`config.mk`:
```
export PLATFORM = sky130hd
export DESIGN_NAME = fpt_top
export DESIGN_NICKNAME = d
export VERILOG_FILES = /design/src/hw/fpt_pkg.sv /design/src/hw/fpt_tick_gen.sv /design/src/hw/fpt_delay_timer.sv /design/src/hw/fpt_top.sv
export VERILOG_INCLUDE_DIRS = /design/src /design/src/hw
export SDC_FILE = /design/constraint.sdc
export NUM_CORES = 1
export LEC_CHECK = 0
export BUFFER_PORTS_ARGS = -buffer_cell sky130_fd_sc_hd__buf_2
export CORE_MARGIN = 2
export CORE_UTILIZATION = 50
export CTS_BUF_LIST = sky130_fd_sc_hd__clkbuf_16
export DETAILED_ROUTE_END_ITERATION = 8
export GPL_ROUTABILITY_DRIVEN = 0
export PLACE_DENSITY = 0.69
export SYNTH_ARGS = -nofsm -noshare
export SYNTH_HDL_FRONTEND = slang
export SYNTH_SLANG_ARGS = --single-unit
```
`constraint.sdc`:
```
create_clock -name clk_sys_in -period 15 [get_ports clk_sys_in]
set_clock_uncertainty 0.2 [all_clocks]
set_input_delay 3 -clock clk_sys_in [delete_from_list [all_inputs] [get_ports clk_sys_in]]
set_output_delay 3 -clock clk_sys_in [all_outputs]
set_load 0.02 [all_outputs]
```
`src/hw/fpt_map.svh`:
```
`ifndef FPT_MAP_SVH
`define FPT_MAP_SVH

////////////////////////////////////////////////////////////////////////////////
// Register offsets
`define FPT_OFF_CTRL      8'h00
`define FPT_OFF_OF_FREQ   8'h04
`define FPT_OFF_UF_FREQ   8'h08
`define FPT_OFF_VOLT      8'h0C
`define FPT_OFF_RATE      8'h10
`define FPT_OFF_OF_DELAY  8'h14
`define FPT_OFF_UF_DELAY  8'h18
`define FPT_OFF_STATUS    8'h1C
`define FPT_OFF_IRQ_STAT  8'h20
`define FPT_OFF_IRQ_CLR   8'h24
`define FPT_OFF_IRQ_EN    8'h28

////////////////////////////////////////////////////////////////////////////////
// Control fields
`define FPT_CTRL_OF_EN     0
`define FPT_CTRL_UF_EN     1
`define FPT_CTRL_SINGLE_VT 2
`define FPT_CTRL_RESTRAIN  3
`define FPT_CTRL_BAND60    4
`define FPT_CTRL_W         5

// Interrupt bits
`define FPT_IRQ_OF_PICK    0
`define FPT_IRQ_OF_TRIP    1
`define FPT_IRQ_UF_PICK    2
`define FPT_IRQ_UF_TRIP    3
`define FPT_IRQ_W          4

////////////////////////////////////////////////////////////////////////////////
// Setting limits and reset values
`define FPT_OF_BASE50      16'h01F4
`define FPT_OF_BASE60      16'h0258
`define FPT_UF_BASE50      16'h0190
`define FPT_UF_BASE60      16'h01F4
`define FPT_OF_CODE_MAX    16'h0032
`define FPT_UF_CODE_MAX    16'h0064
`define FPT_VOLT_MIN       16'h0014
`define FPT_VOLT_MAX       16'h0032
`define FPT_RATE_MIN       16'h0001
`define FPT_RATE_MAX       16'h000F
`define FPT_DELAY_MIN      16'h000A
`define FPT_DELAY_MAX      16'h7530
`define FPT_HYST_CHZ       16'h0019
`define FPT_RST_CTRL       5'h00
`define FPT_RST_OF_CODE    6'h0A
`define FPT_RST_UF_CODE    7'h32
`define FPT_RST_VOLT       6'h14
`define FPT_RST_RATE       4'h5
`define FPT_RST_DELAY      15'h000A

////////////////////////////////////////////////////////////////////////////////
// Timing
`define FPT_CLK_PERIOD_NS  4
`define FPT_TICK_NS        10000000
`define FPT_TICK_CYCLES    (`FPT_TICK_NS / `FPT_CLK_PERIOD_NS)

`endif

```
`src/hw/fpt_pkg.sv`:
```
package fpt_pkg;

    typedef enum logic [1:0]
    {
        FPT_TMR_IDLE = 2'h0,
        FPT_TMR_RUN  = 2'h1,
        FPT_TMR_TRIP = 2'h3
    } fpt_tmr_state_t;

    typedef struct packed
    {
        fpt_tmr_state_t state;
        logic [14:0]    count;
    } fpt_tmr_regs_t;

    typedef struct packed
    {
        logic [21:0] count;
        logic        tick;
    } fpt_tick_regs_t;

    typedef struct packed
    {
        logic [4:0]  ctrl;
        logic [5:0]  of_code;
        logic [6:0]  uf_code;
        logic [5:0]  volt;
        logic [3:0]  rate;
        logic [14:0] of_delay;
        logic [14:0] uf_delay;
        logic [15:0] freq;
        logic [7:0]  vpos;
        logic [7:0]  vline;
        logic [15:0] freq_prev;
        logic        prev_ok;
        logic        restrained;
        logic        of_pick;
        logic        uf_pick;
        logic        of_trip_prev;
        logic        uf_trip_prev;
        logic [3:0]  irq_stat;
        logic [3:0]  irq_en;
        logic [31:0] rdata;
    } fpt_regs_t;

endpackage

```
`src/hw/fpt_tick_gen.sv`:
```
`timescale 1ns/1ns
`include "fpt_map.svh"

module fpt_tick_gen
#(
    parameter int unsigned TICK_CYCLES = `FPT_TICK_CYCLES
)
(
    // Clock and reset
    input  wire logic clk_sys_in,
    input  wire logic rst_n_in,
    // Tick
    output logic      tick_out
);

    fpt_pkg::fpt_tick_regs_t r_q;
    fpt_pkg::fpt_tick_regs_t r_d;

    always_comb
    begin
        r_d      = r_q;
        r_d.tick = 1'b0;
        if (r_q.count == 22'(TICK_CYCLES - 1))
        begin
            r_d.count = 22'h0;
            r_d.tick  = 1'b1;
        end
        else
        begin
            r_d.count = r_q.count + 22'h1;
        end
    end

    always_ff @(posedge clk_sys_in or negedge rst_n_in)
    begin
        if (!rst_n_in)
            r_q <= '0;
        else
            r_q <= r_d;
    end

    assign tick_out = r_q.tick;
endmodule // fpt_tick_gen

```
`src/hw/fpt_delay_timer.sv`:
```
`timescale 1ns/1ns

module fpt_delay_timer
(
    // Clock and reset
    input  wire logic        clk_sys_in,
    input  wire logic        rst_n_in,
    // Control
    input  wire logic        tick_in,
    input  wire logic        arm_in,
    input  wire logic [14:0] delay_in,
    // Result
    output logic             trip_out
);

    fpt_pkg::fpt_tmr_regs_t r_q;
    fpt_pkg::fpt_tmr_regs_t r_d;
    logic [15:0]            next_cnt;

    assign next_cnt = {1'b0, r_q.count} + 16'h1;

    always_comb
    begin
        r_d = r_q;
        unique case (r_q.state)
            fpt_pkg::FPT_TMR_IDLE:
            begin
                r_d.count = 15'h0;
                if (arm_in)
                    r_d.state = fpt_pkg::FPT_TMR_RUN;
            end
            fpt_pkg::FPT_TMR_RUN:
            begin
                if (!arm_in)
                begin
                    r_d.state = fpt_pkg::FPT_TMR_IDLE;
                    r_d.count = 15'h0;
                end
                else if (tick_in)
                begin
                    r_d.count = next_cnt[14:0];
                    if (next_cnt >= {1'b0, delay_in})
                        r_d.state = fpt_pkg::FPT_TMR_TRIP;
                end
            end
            fpt_pkg::FPT_TMR_TRIP:
            begin
                if (!arm_in)
                begin
                    r_d.state = fpt_pkg::FPT_TMR_IDLE;
                    r_d.count = 15'h0;
                end
            end
            default:
            begin
                r_d.state = fpt_pkg::FPT_TMR_IDLE;
                r_d.count = 15'h0;
            end
        endcase
    end

    always_ff @(posedge clk_sys_in or negedge rst_n_in)
    begin
        if (!rst_n_in)
            r_q <= '0;
        else
            r_q <= r_d;
    end

    assign trip_out = (r_q.state == fpt_pkg::FPT_TMR_TRIP);
endmodule // fpt_delay_timer

```
`src/hw/fpt_top.sv`:
```
`timescale 1ns/1ns
`include "fpt_map.svh"

module fpt_top
#(
    parameter int unsigned TICK_CYCLES = `FPT_TICK_CYCLES
)
(
    // Clock and reset
    input  wire logic        clk_sys_in,
    input  wire logic        reset_n_in,
    // Register port
    input  wire logic [7:0]  reg_addr_in,
    input  wire logic [31:0] reg_wdata_in,
    input  wire logic        reg_wr_in,
    input  wire logic        reg_rd_in,
    output logic      [31:0] reg_rdata_out,
    // Measurements
    input  wire logic        meas_valid_in,
    input  wire logic [15:0] meas_freq_in,
    input  wire logic [7:0]  meas_vpos_in,
    input  wire logic [7:0]  single_line_voltage_in,
    // Protection outputs
    output logic             of_pick_out,
    output logic             of_trip_out,
    output logic             uf_pick_out,
    output logic             uf_trip_out,
    output logic             uf_restrained_out,
    // Interrupt
    output logic             irq_out
);

    ////////////////////////////////////////////////////////////////////////////
    // Reset release

    logic [1:0] rst_sync_q;
    logic       rst_n;

    always_ff @(posedge clk_sys_in or negedge reset_n_in)
    begin
        if (!reset_n_in)
            rst_sync_q <= 2'h0;
        else
            rst_sync_q <= {rst_sync_q[0], 1'b1};
    end

    assign rst_n = rst_sync_q[1];

    ////////////////////////////////////////////////////////////////////////////
    // Helpers

    function automatic logic [15:0] fpt_clamp(input logic [15:0] v,
                                              input logic [15:0] lo,
                                              input logic [15:0] hi);
        if (v < lo)
            return lo;
        else if (v > hi)
            return hi;
        else
            return v;
    endfunction

    // Threshold in 0.01 Hz from a 0.1 Hz step code above the band base
    function automatic logic [15:0] fpt_thr(input logic [15:0] base,
                                            input logic [6:0]  code);
        logic [15:0] steps;
        steps = base + {9'h0, code};
        return 16'((steps << 3) + (steps << 1));
    endfunction

    ////////////////////////////////////////////////////////////////////////////
    // State

    fpt_pkg::fpt_regs_t r_q;
    fpt_pkg::fpt_regs_t r_d;

    logic        tick;
    logic        of_trip;
    logic        uf_trip;
    logic        band60;
    logic [15:0] of_thr;
    logic [15:0] uf_thr;
    logic [7:0]  volt_meas;
    logic        volt_ok;
    logic [15:0] fall;
    logic [3:0]  irq_set;
    logic [15:0] wlow;

    assign band60    = r_q.ctrl[`FPT_CTRL_BAND60];
    assign of_thr    = fpt_thr(band60 ? `FPT_OF_BASE60 : `FPT_OF_BASE50, {1'b0, r_q.of_code});
    assign uf_thr    = fpt_thr(band60 ? `FPT_UF_BASE60 : `FPT_UF_BASE50, r_q.uf_code);
    assign volt_meas = r_q.ctrl[`FPT_CTRL_SINGLE_VT] ? r_q.vline : r_q.vpos;
    assign volt_ok   = volt_meas > {2'h0, r_q.volt};
    assign fall      = (r_q.prev_ok && r_q.freq_prev > r_q.freq) ? 16'(r_q.freq_prev - r_q.freq)
                                                                 : 16'h0;
    assign wlow      = reg_wdata_in[15:0];

    ////////////////////////////////////////////////////////////////////////////
    // Next state

    always_comb
    begin
        r_d = r_q;

        // Settings, clamped on write so the elements never see an illegal value
        if (reg_wr_in)
        begin
            unique case (reg_addr_in)
                `FPT_OFF_CTRL:     r_d.ctrl     = reg_wdata_in[`FPT_CTRL_W-1:0];
                `FPT_OFF_OF_FREQ:  r_d.of_code  = 6'(fpt_clamp(wlow, 16'h0,
                                                               `FPT_OF_CODE_MAX));
                `FPT_OFF_UF_FREQ:  r_d.uf_code  = 7'(fpt_clamp(wlow, 16'h0,
                                                               `FPT_UF_CODE_MAX));
                `FPT_OFF_VOLT:     r_d.volt     = 6'(fpt_clamp(wlow, `FPT_VOLT_MIN,
                                                               `FPT_VOLT_MAX));
                `FPT_OFF_RATE:     r_d.rate     = 4'(fpt_clamp(wlow, `FPT_RATE_MIN,
                                                               `FPT_RATE_MAX));
                `FPT_OFF_OF_DELAY: r_d.of_delay = 15'(fpt_clamp(wlow, `FPT_DELAY_MIN,
                                                                `FPT_DELAY_MAX));
                `FPT_OFF_UF_DELAY: r_d.uf_delay = 15'(fpt_clamp(wlow, `FPT_DELAY_MIN,
                                                                `FPT_DELAY_MAX));
                `FPT_OFF_IRQ_EN:   r_d.irq_en   = reg_wdata_in[`FPT_IRQ_W-1:0];
                default:           r_d.irq_en   = r_q.irq_en;
            endcase
        end

        // Measurement capture
        if (meas_valid_in)
        begin
            r_d.freq  = meas_freq_in;
            r_d.vpos  = meas_vpos_in;
            r_d.vline = single_line_voltage_in;
        end

        // One 0.01 Hz fall per 10 ms is exactly 1 Hz/s
        if (tick)
        begin
            r_d.freq_prev  = r_q.freq;
            r_d.prev_ok    = 1'b1;
            r_d.restrained = r_q.ctrl[`FPT_CTRL_RESTRAIN]
                             && (fall > {12'h0, r_q.rate});
        end
        if (!r_q.ctrl[`FPT_CTRL_RESTRAIN])
            r_d.restrained = 1'b0;

        // Elements with hysteresis on the drop-out side
        r_d.of_pick = r_q.ctrl[`FPT_CTRL_OF_EN] && volt_ok
                      && (r_q.of_pick ? ({1'b0, r_q.freq} + {1'b0, `FPT_HYST_CHZ} > {1'b0, of_thr})
                                      : (r_q.freq > of_thr));
        r_d.uf_pick = r_q.ctrl[`FPT_CTRL_UF_EN] && volt_ok && !r_q.restrained
                      && (r_q.uf_pick ? ({1'b0, r_q.freq} < {1'b0, uf_thr} + {1'b0, `FPT_HYST_CHZ})
                                      : (r_q.freq < uf_thr));

        // Interrupts: a new event wins over a clear in the same cycle
        // Pick rises are taken from the next state so no event slips past a clear
        irq_set = {uf_trip & ~r_q.uf_trip_prev,
                   r_d.uf_pick & ~r_q.uf_pick,
                   of_trip & ~r_q.of_trip_prev,
                   r_d.of_pick & ~r_q.of_pick};
        r_d.of_trip_prev = of_trip;
        r_d.uf_trip_prev = uf_trip;
        r_d.irq_stat     = r_q.irq_stat;
        if (reg_wr_in && reg_addr_in == `FPT_OFF_IRQ_CLR)
            r_d.irq_stat = r_q.irq_stat & ~reg_wdata_in[`FPT_IRQ_W-1:0];
        r_d.irq_stat = r_d.irq_stat | irq_set;

        // Read data stand for one cycle only
        r_d.rdata = 32'h0;
        if (reg_rd_in)
        begin
            unique case (reg_addr_in)
                `FPT_OFF_CTRL:     r_d.rdata = {27'h0, r_q.ctrl};
                `FPT_OFF_OF_FREQ:  r_d.rdata = {26'h0, r_q.of_code};
                `FPT_OFF_UF_FREQ:  r_d.rdata = {25'h0, r_q.uf_code};
                `FPT_OFF_VOLT:     r_d.rdata = {26'h0, r_q.volt};
                `FPT_OFF_RATE:     r_d.rdata = {28'h0, r_q.rate};
                `FPT_OFF_OF_DELAY: r_d.rdata = {17'h0, r_q.of_delay};
                `FPT_OFF_UF_DELAY: r_d.rdata = {17'h0, r_q.uf_delay};
                `FPT_OFF_STATUS:   r_d.rdata = {27'h0, r_q.restrained, uf_trip, r_q.uf_pick,
                                                of_trip, r_q.of_pick};
                `FPT_OFF_IRQ_STAT: r_d.rdata = {28'h0, r_q.irq_stat};
                `FPT_OFF_IRQ_EN:   r_d.rdata = {28'h0, r_q.irq_en};
                default:           r_d.rdata = 32'h0;
            endcase
        end
    end

    always_ff @(posedge clk_sys_in or negedge rst_n)
    begin
        if (!rst_n)
        begin
            r_q          <= '0;
            r_q.ctrl     <= `FPT_RST_CTRL;
            r_q.of_code  <= `FPT_RST_OF_CODE;
            r_q.uf_code  <= `FPT_RST_UF_CODE;
            r_q.volt     <= `FPT_RST_VOLT;
            r_q.rate     <= `FPT_RST_RATE;
            r_q.of_delay <= `FPT_RST_DELAY;
            r_q.uf_delay <= `FPT_RST_DELAY;
        end
        else
        begin
            r_q <= r_d;
        end
    end

    ////////////////////////////////////////////////////////////////////////////
    // Tick and delay timers

    fpt_tick_gen
    #(
        .TICK_CYCLES (TICK_CYCLES)
    )
    u_tick
    (
        .clk_sys_in (clk_sys_in),
        .rst_n_in   (rst_n),
        .tick_out   (tick)
    );

    fpt_delay_timer u_of_timer
    (
        .clk_sys_in (clk_sys_in),
        .rst_n_in   (rst_n),
        .tick_in    (tick),
        .arm_in     (r_q.of_pick),
        .delay_in   (r_q.of_delay),
        .trip_out   (of_trip)
    );

    fpt_delay_timer u_uf_timer
    (
        .clk_sys_in (clk_sys_in),
        .rst_n_in   (rst_n),
        .tick_in    (tick),
        .arm_in     (r_q.uf_pick),
        .delay_in   (r_q.uf_delay),
        .trip_out   (uf_trip)
    );

    ////////////////////////////////////////////////////////////////////////////
    // Outputs

    assign reg_rdata_out     = r_q.rdata;
    assign of_pick_out       = r_q.of_pick;
    assign uf_pick_out       = r_q.uf_pick;
    assign of_trip_out       = of_trip;
    assign uf_trip_out       = uf_trip;
    assign uf_restrained_out = r_q.restrained;
    assign irq_out           = |(r_q.irq_stat & r_q.irq_en);
endmodule // fpt_top

```
==> impl_metrics.ini <==
[status]
status = complete, no violations

[layout]
syn_to_final_growth_pct = 8.655
final_nets = 1716
drive_gt1_share_pct = 13.04
layout_commonest_cell = dfrtp_1
antenna_cells = 0
layout.cells.non_filler = 1846
fillers = 2321
final_cell_mix = dfrtp_1, nand2_1, ha_1

[power_and_ir_drop]
p_int_uw = 899.6
p_leak_nw = 6.725
p_sw_uw = 438.6
p_sw_share_pct = 32.77
combPwrFrac_pct = 21.9
pwr_density_cell_nw_per_um2 = 92.61
power_frac_clock_pct = 35.7
peakVddDrop_uv = 80.34
finalPower_mw = 1.338
power_frac_seq_pct = 42.4

[grt]
use_met3_pct = 3.380
antenna_found_initial = 1
grt.busiest_layer = met2
gr-total-overflow = 0
grt_pass1_vias = 10618
grt_util_met1_pct = 31.66
track_usage_pct = 23.44
grt_first_pass_wirelength_um = 53440
grt_start_max_net_pins = 69
use_met2_pct = 38.86

[clock_tree]
cts-root-buf = clkbuf_16
cts_setup_buffers = 0
cts_resized = 0
cts_max_level = 4
clock_sinks = 194
cts_made_buffers = 17
cts_buffer_depth = 2
tritoncts = yes
path_clk_slew_ns = 0.08
insertion_delay_ns = 0.45
cts_hold_buffers = 0

[routing]
dr_total_vias = 10814
antenna_left = 0
first_pass_iters = 5
vias_per_cell = 5.858
first_iter_violations = 790
routed_wl_um = 32450
drc_errors = 0
drt-wirelength-per-cell_um = 17.58

[yosys]
yosysWarnings = 0
ys_seq_area_share_pct = 36.63
ys_types = 72
syn_area_um2 = 13300
synth_edf_count = 0
async_flop_share_pct = 100.0
ys_ff_latch = 194
synth_top_area_share_pct = 34.06
synth_area_leaders = dfrtp_1, ha_1, nand2_1
avgSynthCellArea_um2 = 9.184
synth_flop_cell = dfrtp_1
synth_largest_area_cell = dfrtp_1
synthCells = 1448

[timing]
maxSlewHeadroom_pct = 33.96
rsz0062_at_grt = false
tns_ns = 0
hold_viol_final = 0
period_share_pct = 36.07
worst_pin_slew_ns = 0.9883
setup_viol = 0
min_period_ns = 5.410
fmaxAchievable_ghz = 0.1848
drv_slew = 0

[setup_path]
crit_path_end_kind = flip-flop
r2r_slack_ns = 9.59
cp_cell_sequence = inv_1, ha_1, inv_1, fa_1, inv_1, ha_1, a21o_1, a21oi_1, o21bai_1, a21oi_1, o21ai_0, xnor2_1, ha_1, a21o_1, a21o_1, a21o_1, a211oi_1, a21oi_1, o41ai_1, a21oi_1
cpMaxStageDelayCell = dfrtp_1
path_class = reg2reg
path_max_fanout = 12
required_ns = 15.10
arrival_ns = 5.51
startpoint_type = flip-flop
slowest_delay_ns = 0.67

[die]
die_h_um = 167.1
die_area_um2 = 27920
coreArea_um2 = 26060
start_util_pct = 51.03
rows = 59
io-pin-count = 115
die_w_um = 167.1

[placement]
placed_cells = 1814
place_hpwl_um = 24410
port-buffer-count = 81

[hold_path]
min_path_type = reg2reg

[run]
maxCapViolations = 0
==> sequential cells by signal, summed over array words and instances (netlist names) <==
register	cells
of_pick_out	1
rst_sync_q	2
r_q	116
u_tick.tick_out	1
band60	1
u_tick.r_q	22
reg_rdata_out	15
u_of_timer.r_q	17
uf_restrained_out	1
u_uf_timer.r_q	17
uf_pick_out	1
==> kinds of logic after synthesis <==
kind of cell / share of synthesized area (%)
DFF: 36.63
buffers and inverters: 5.692
adders and majority gates: 13.49
muxes: 4.206
and+or+nand+nor: 16.02
other: 0.05647
xor gates and xnor gates: 6.849
AOI/OAI and AO/OA: 17.06
==> worst paths after layout <==
| kind | start | endpoint | cells past startpoint |
|---|---|---|---|
| min in group asynchronous | rst_sync_q[1] | u_tick.r_q[13] | 0 |
| setup reg to reg | band60 | of_pick_out | 20 |
| setup / recovery | band60 | of_pick_out | 20 |
| hold reg to reg | rst_sync_q[0] | rst_sync_q[1] | 0 |
| hold / removal | rst_sync_q[0] | rst_sync_q[1] | 0 |
| max in group asynchronous | reset_n_in | rst_sync_q[1] | 1 |
==> routing by layer <==
metal  wire (um)  up-vias
li1            -     5212
met1       14600     5233
met2       15230      294
met3        1622       73
met4         990        2
met5           9        -
==> synth_stat cells (15+ instances only) <==
cell,n
nor3_1,25
and3_1,15
dfrtp_1,181
mux2_2,47
xnor2_1,54
o21ai_0,88
nand2b_1,18
o21a_1,17
a21o_1,34
a22oi_1,21
clkbuf_1,35
nand2_1,147
nor2b_1,17
nor2_1,105
a21oi_1,60
nand3_1,39
buf_4,32
inv_1,93
o21ai_1,18
nand4_1,16
ha_1,137
xor2_1,50
==> critical path, delay by kind of cell (launching register included) <==
family	cells	cell delay, ns
AOI/OAI and AO/OA	12	2.41
adders and majority gates	4	1.25
DFF	1	0.67
buffers and inverters	3	0.46
xor gates and xnor gates	1	0.28
==> through the flow <==
| step | worst slack (ns) | cell area [um^2] | utilization [%] | hold WS [ns] |
|---|---|---|---|---|
| 3_5_place_dp | 9.159 | 13830 | 53.07 | 0.1419 |
| 6_report | 9.590 | 14450 | 55.45 | 0.1645 |
| 4_1_cts | 9.624 | 14450 | 55.45 | 0.1689 |
| 2_1_floorplan | 9.016 | 13360 | - | 0.1312 |
| 3_3_place_gp | 9.154 | 13830 | 53.07 | 0.1363 |
| 5_1_grt | 9.264 | 14450 | 55.45 | 0.1734 |
==> cell type report <==
| type | count | area (um^2) | share of cell area (%) |
|---|---|---|---|
| clock buffer | 17 | 425.4 | 2.944 |
| timing repair buffer | 87 | 450.4 | 3.117 |
| clock inverter | 15 | 196.4 | 1.359 |
| sequential | 194 | 4875 | 33.73 |
| inverter | 93 | 349.1 | 2.416 |
| multi-input combinational | 1105 | 7735 | 53.53 |
| tap | 335 | 419.2 | 2.901 |
==> power by group through the flow <==
stage	combinational, mW	clock (mW)	sequential (mW)
floorplan	0.226	0	0.570
global placement	0.282	0	0.577
detailed placement	0.292	0	0.578
CTS	0.295	0.484	0.568
global route	0.337	0.506	0.571
finish	0.293	0.477	0.568
Note: power is estimated with default switching activity, not from simulation.
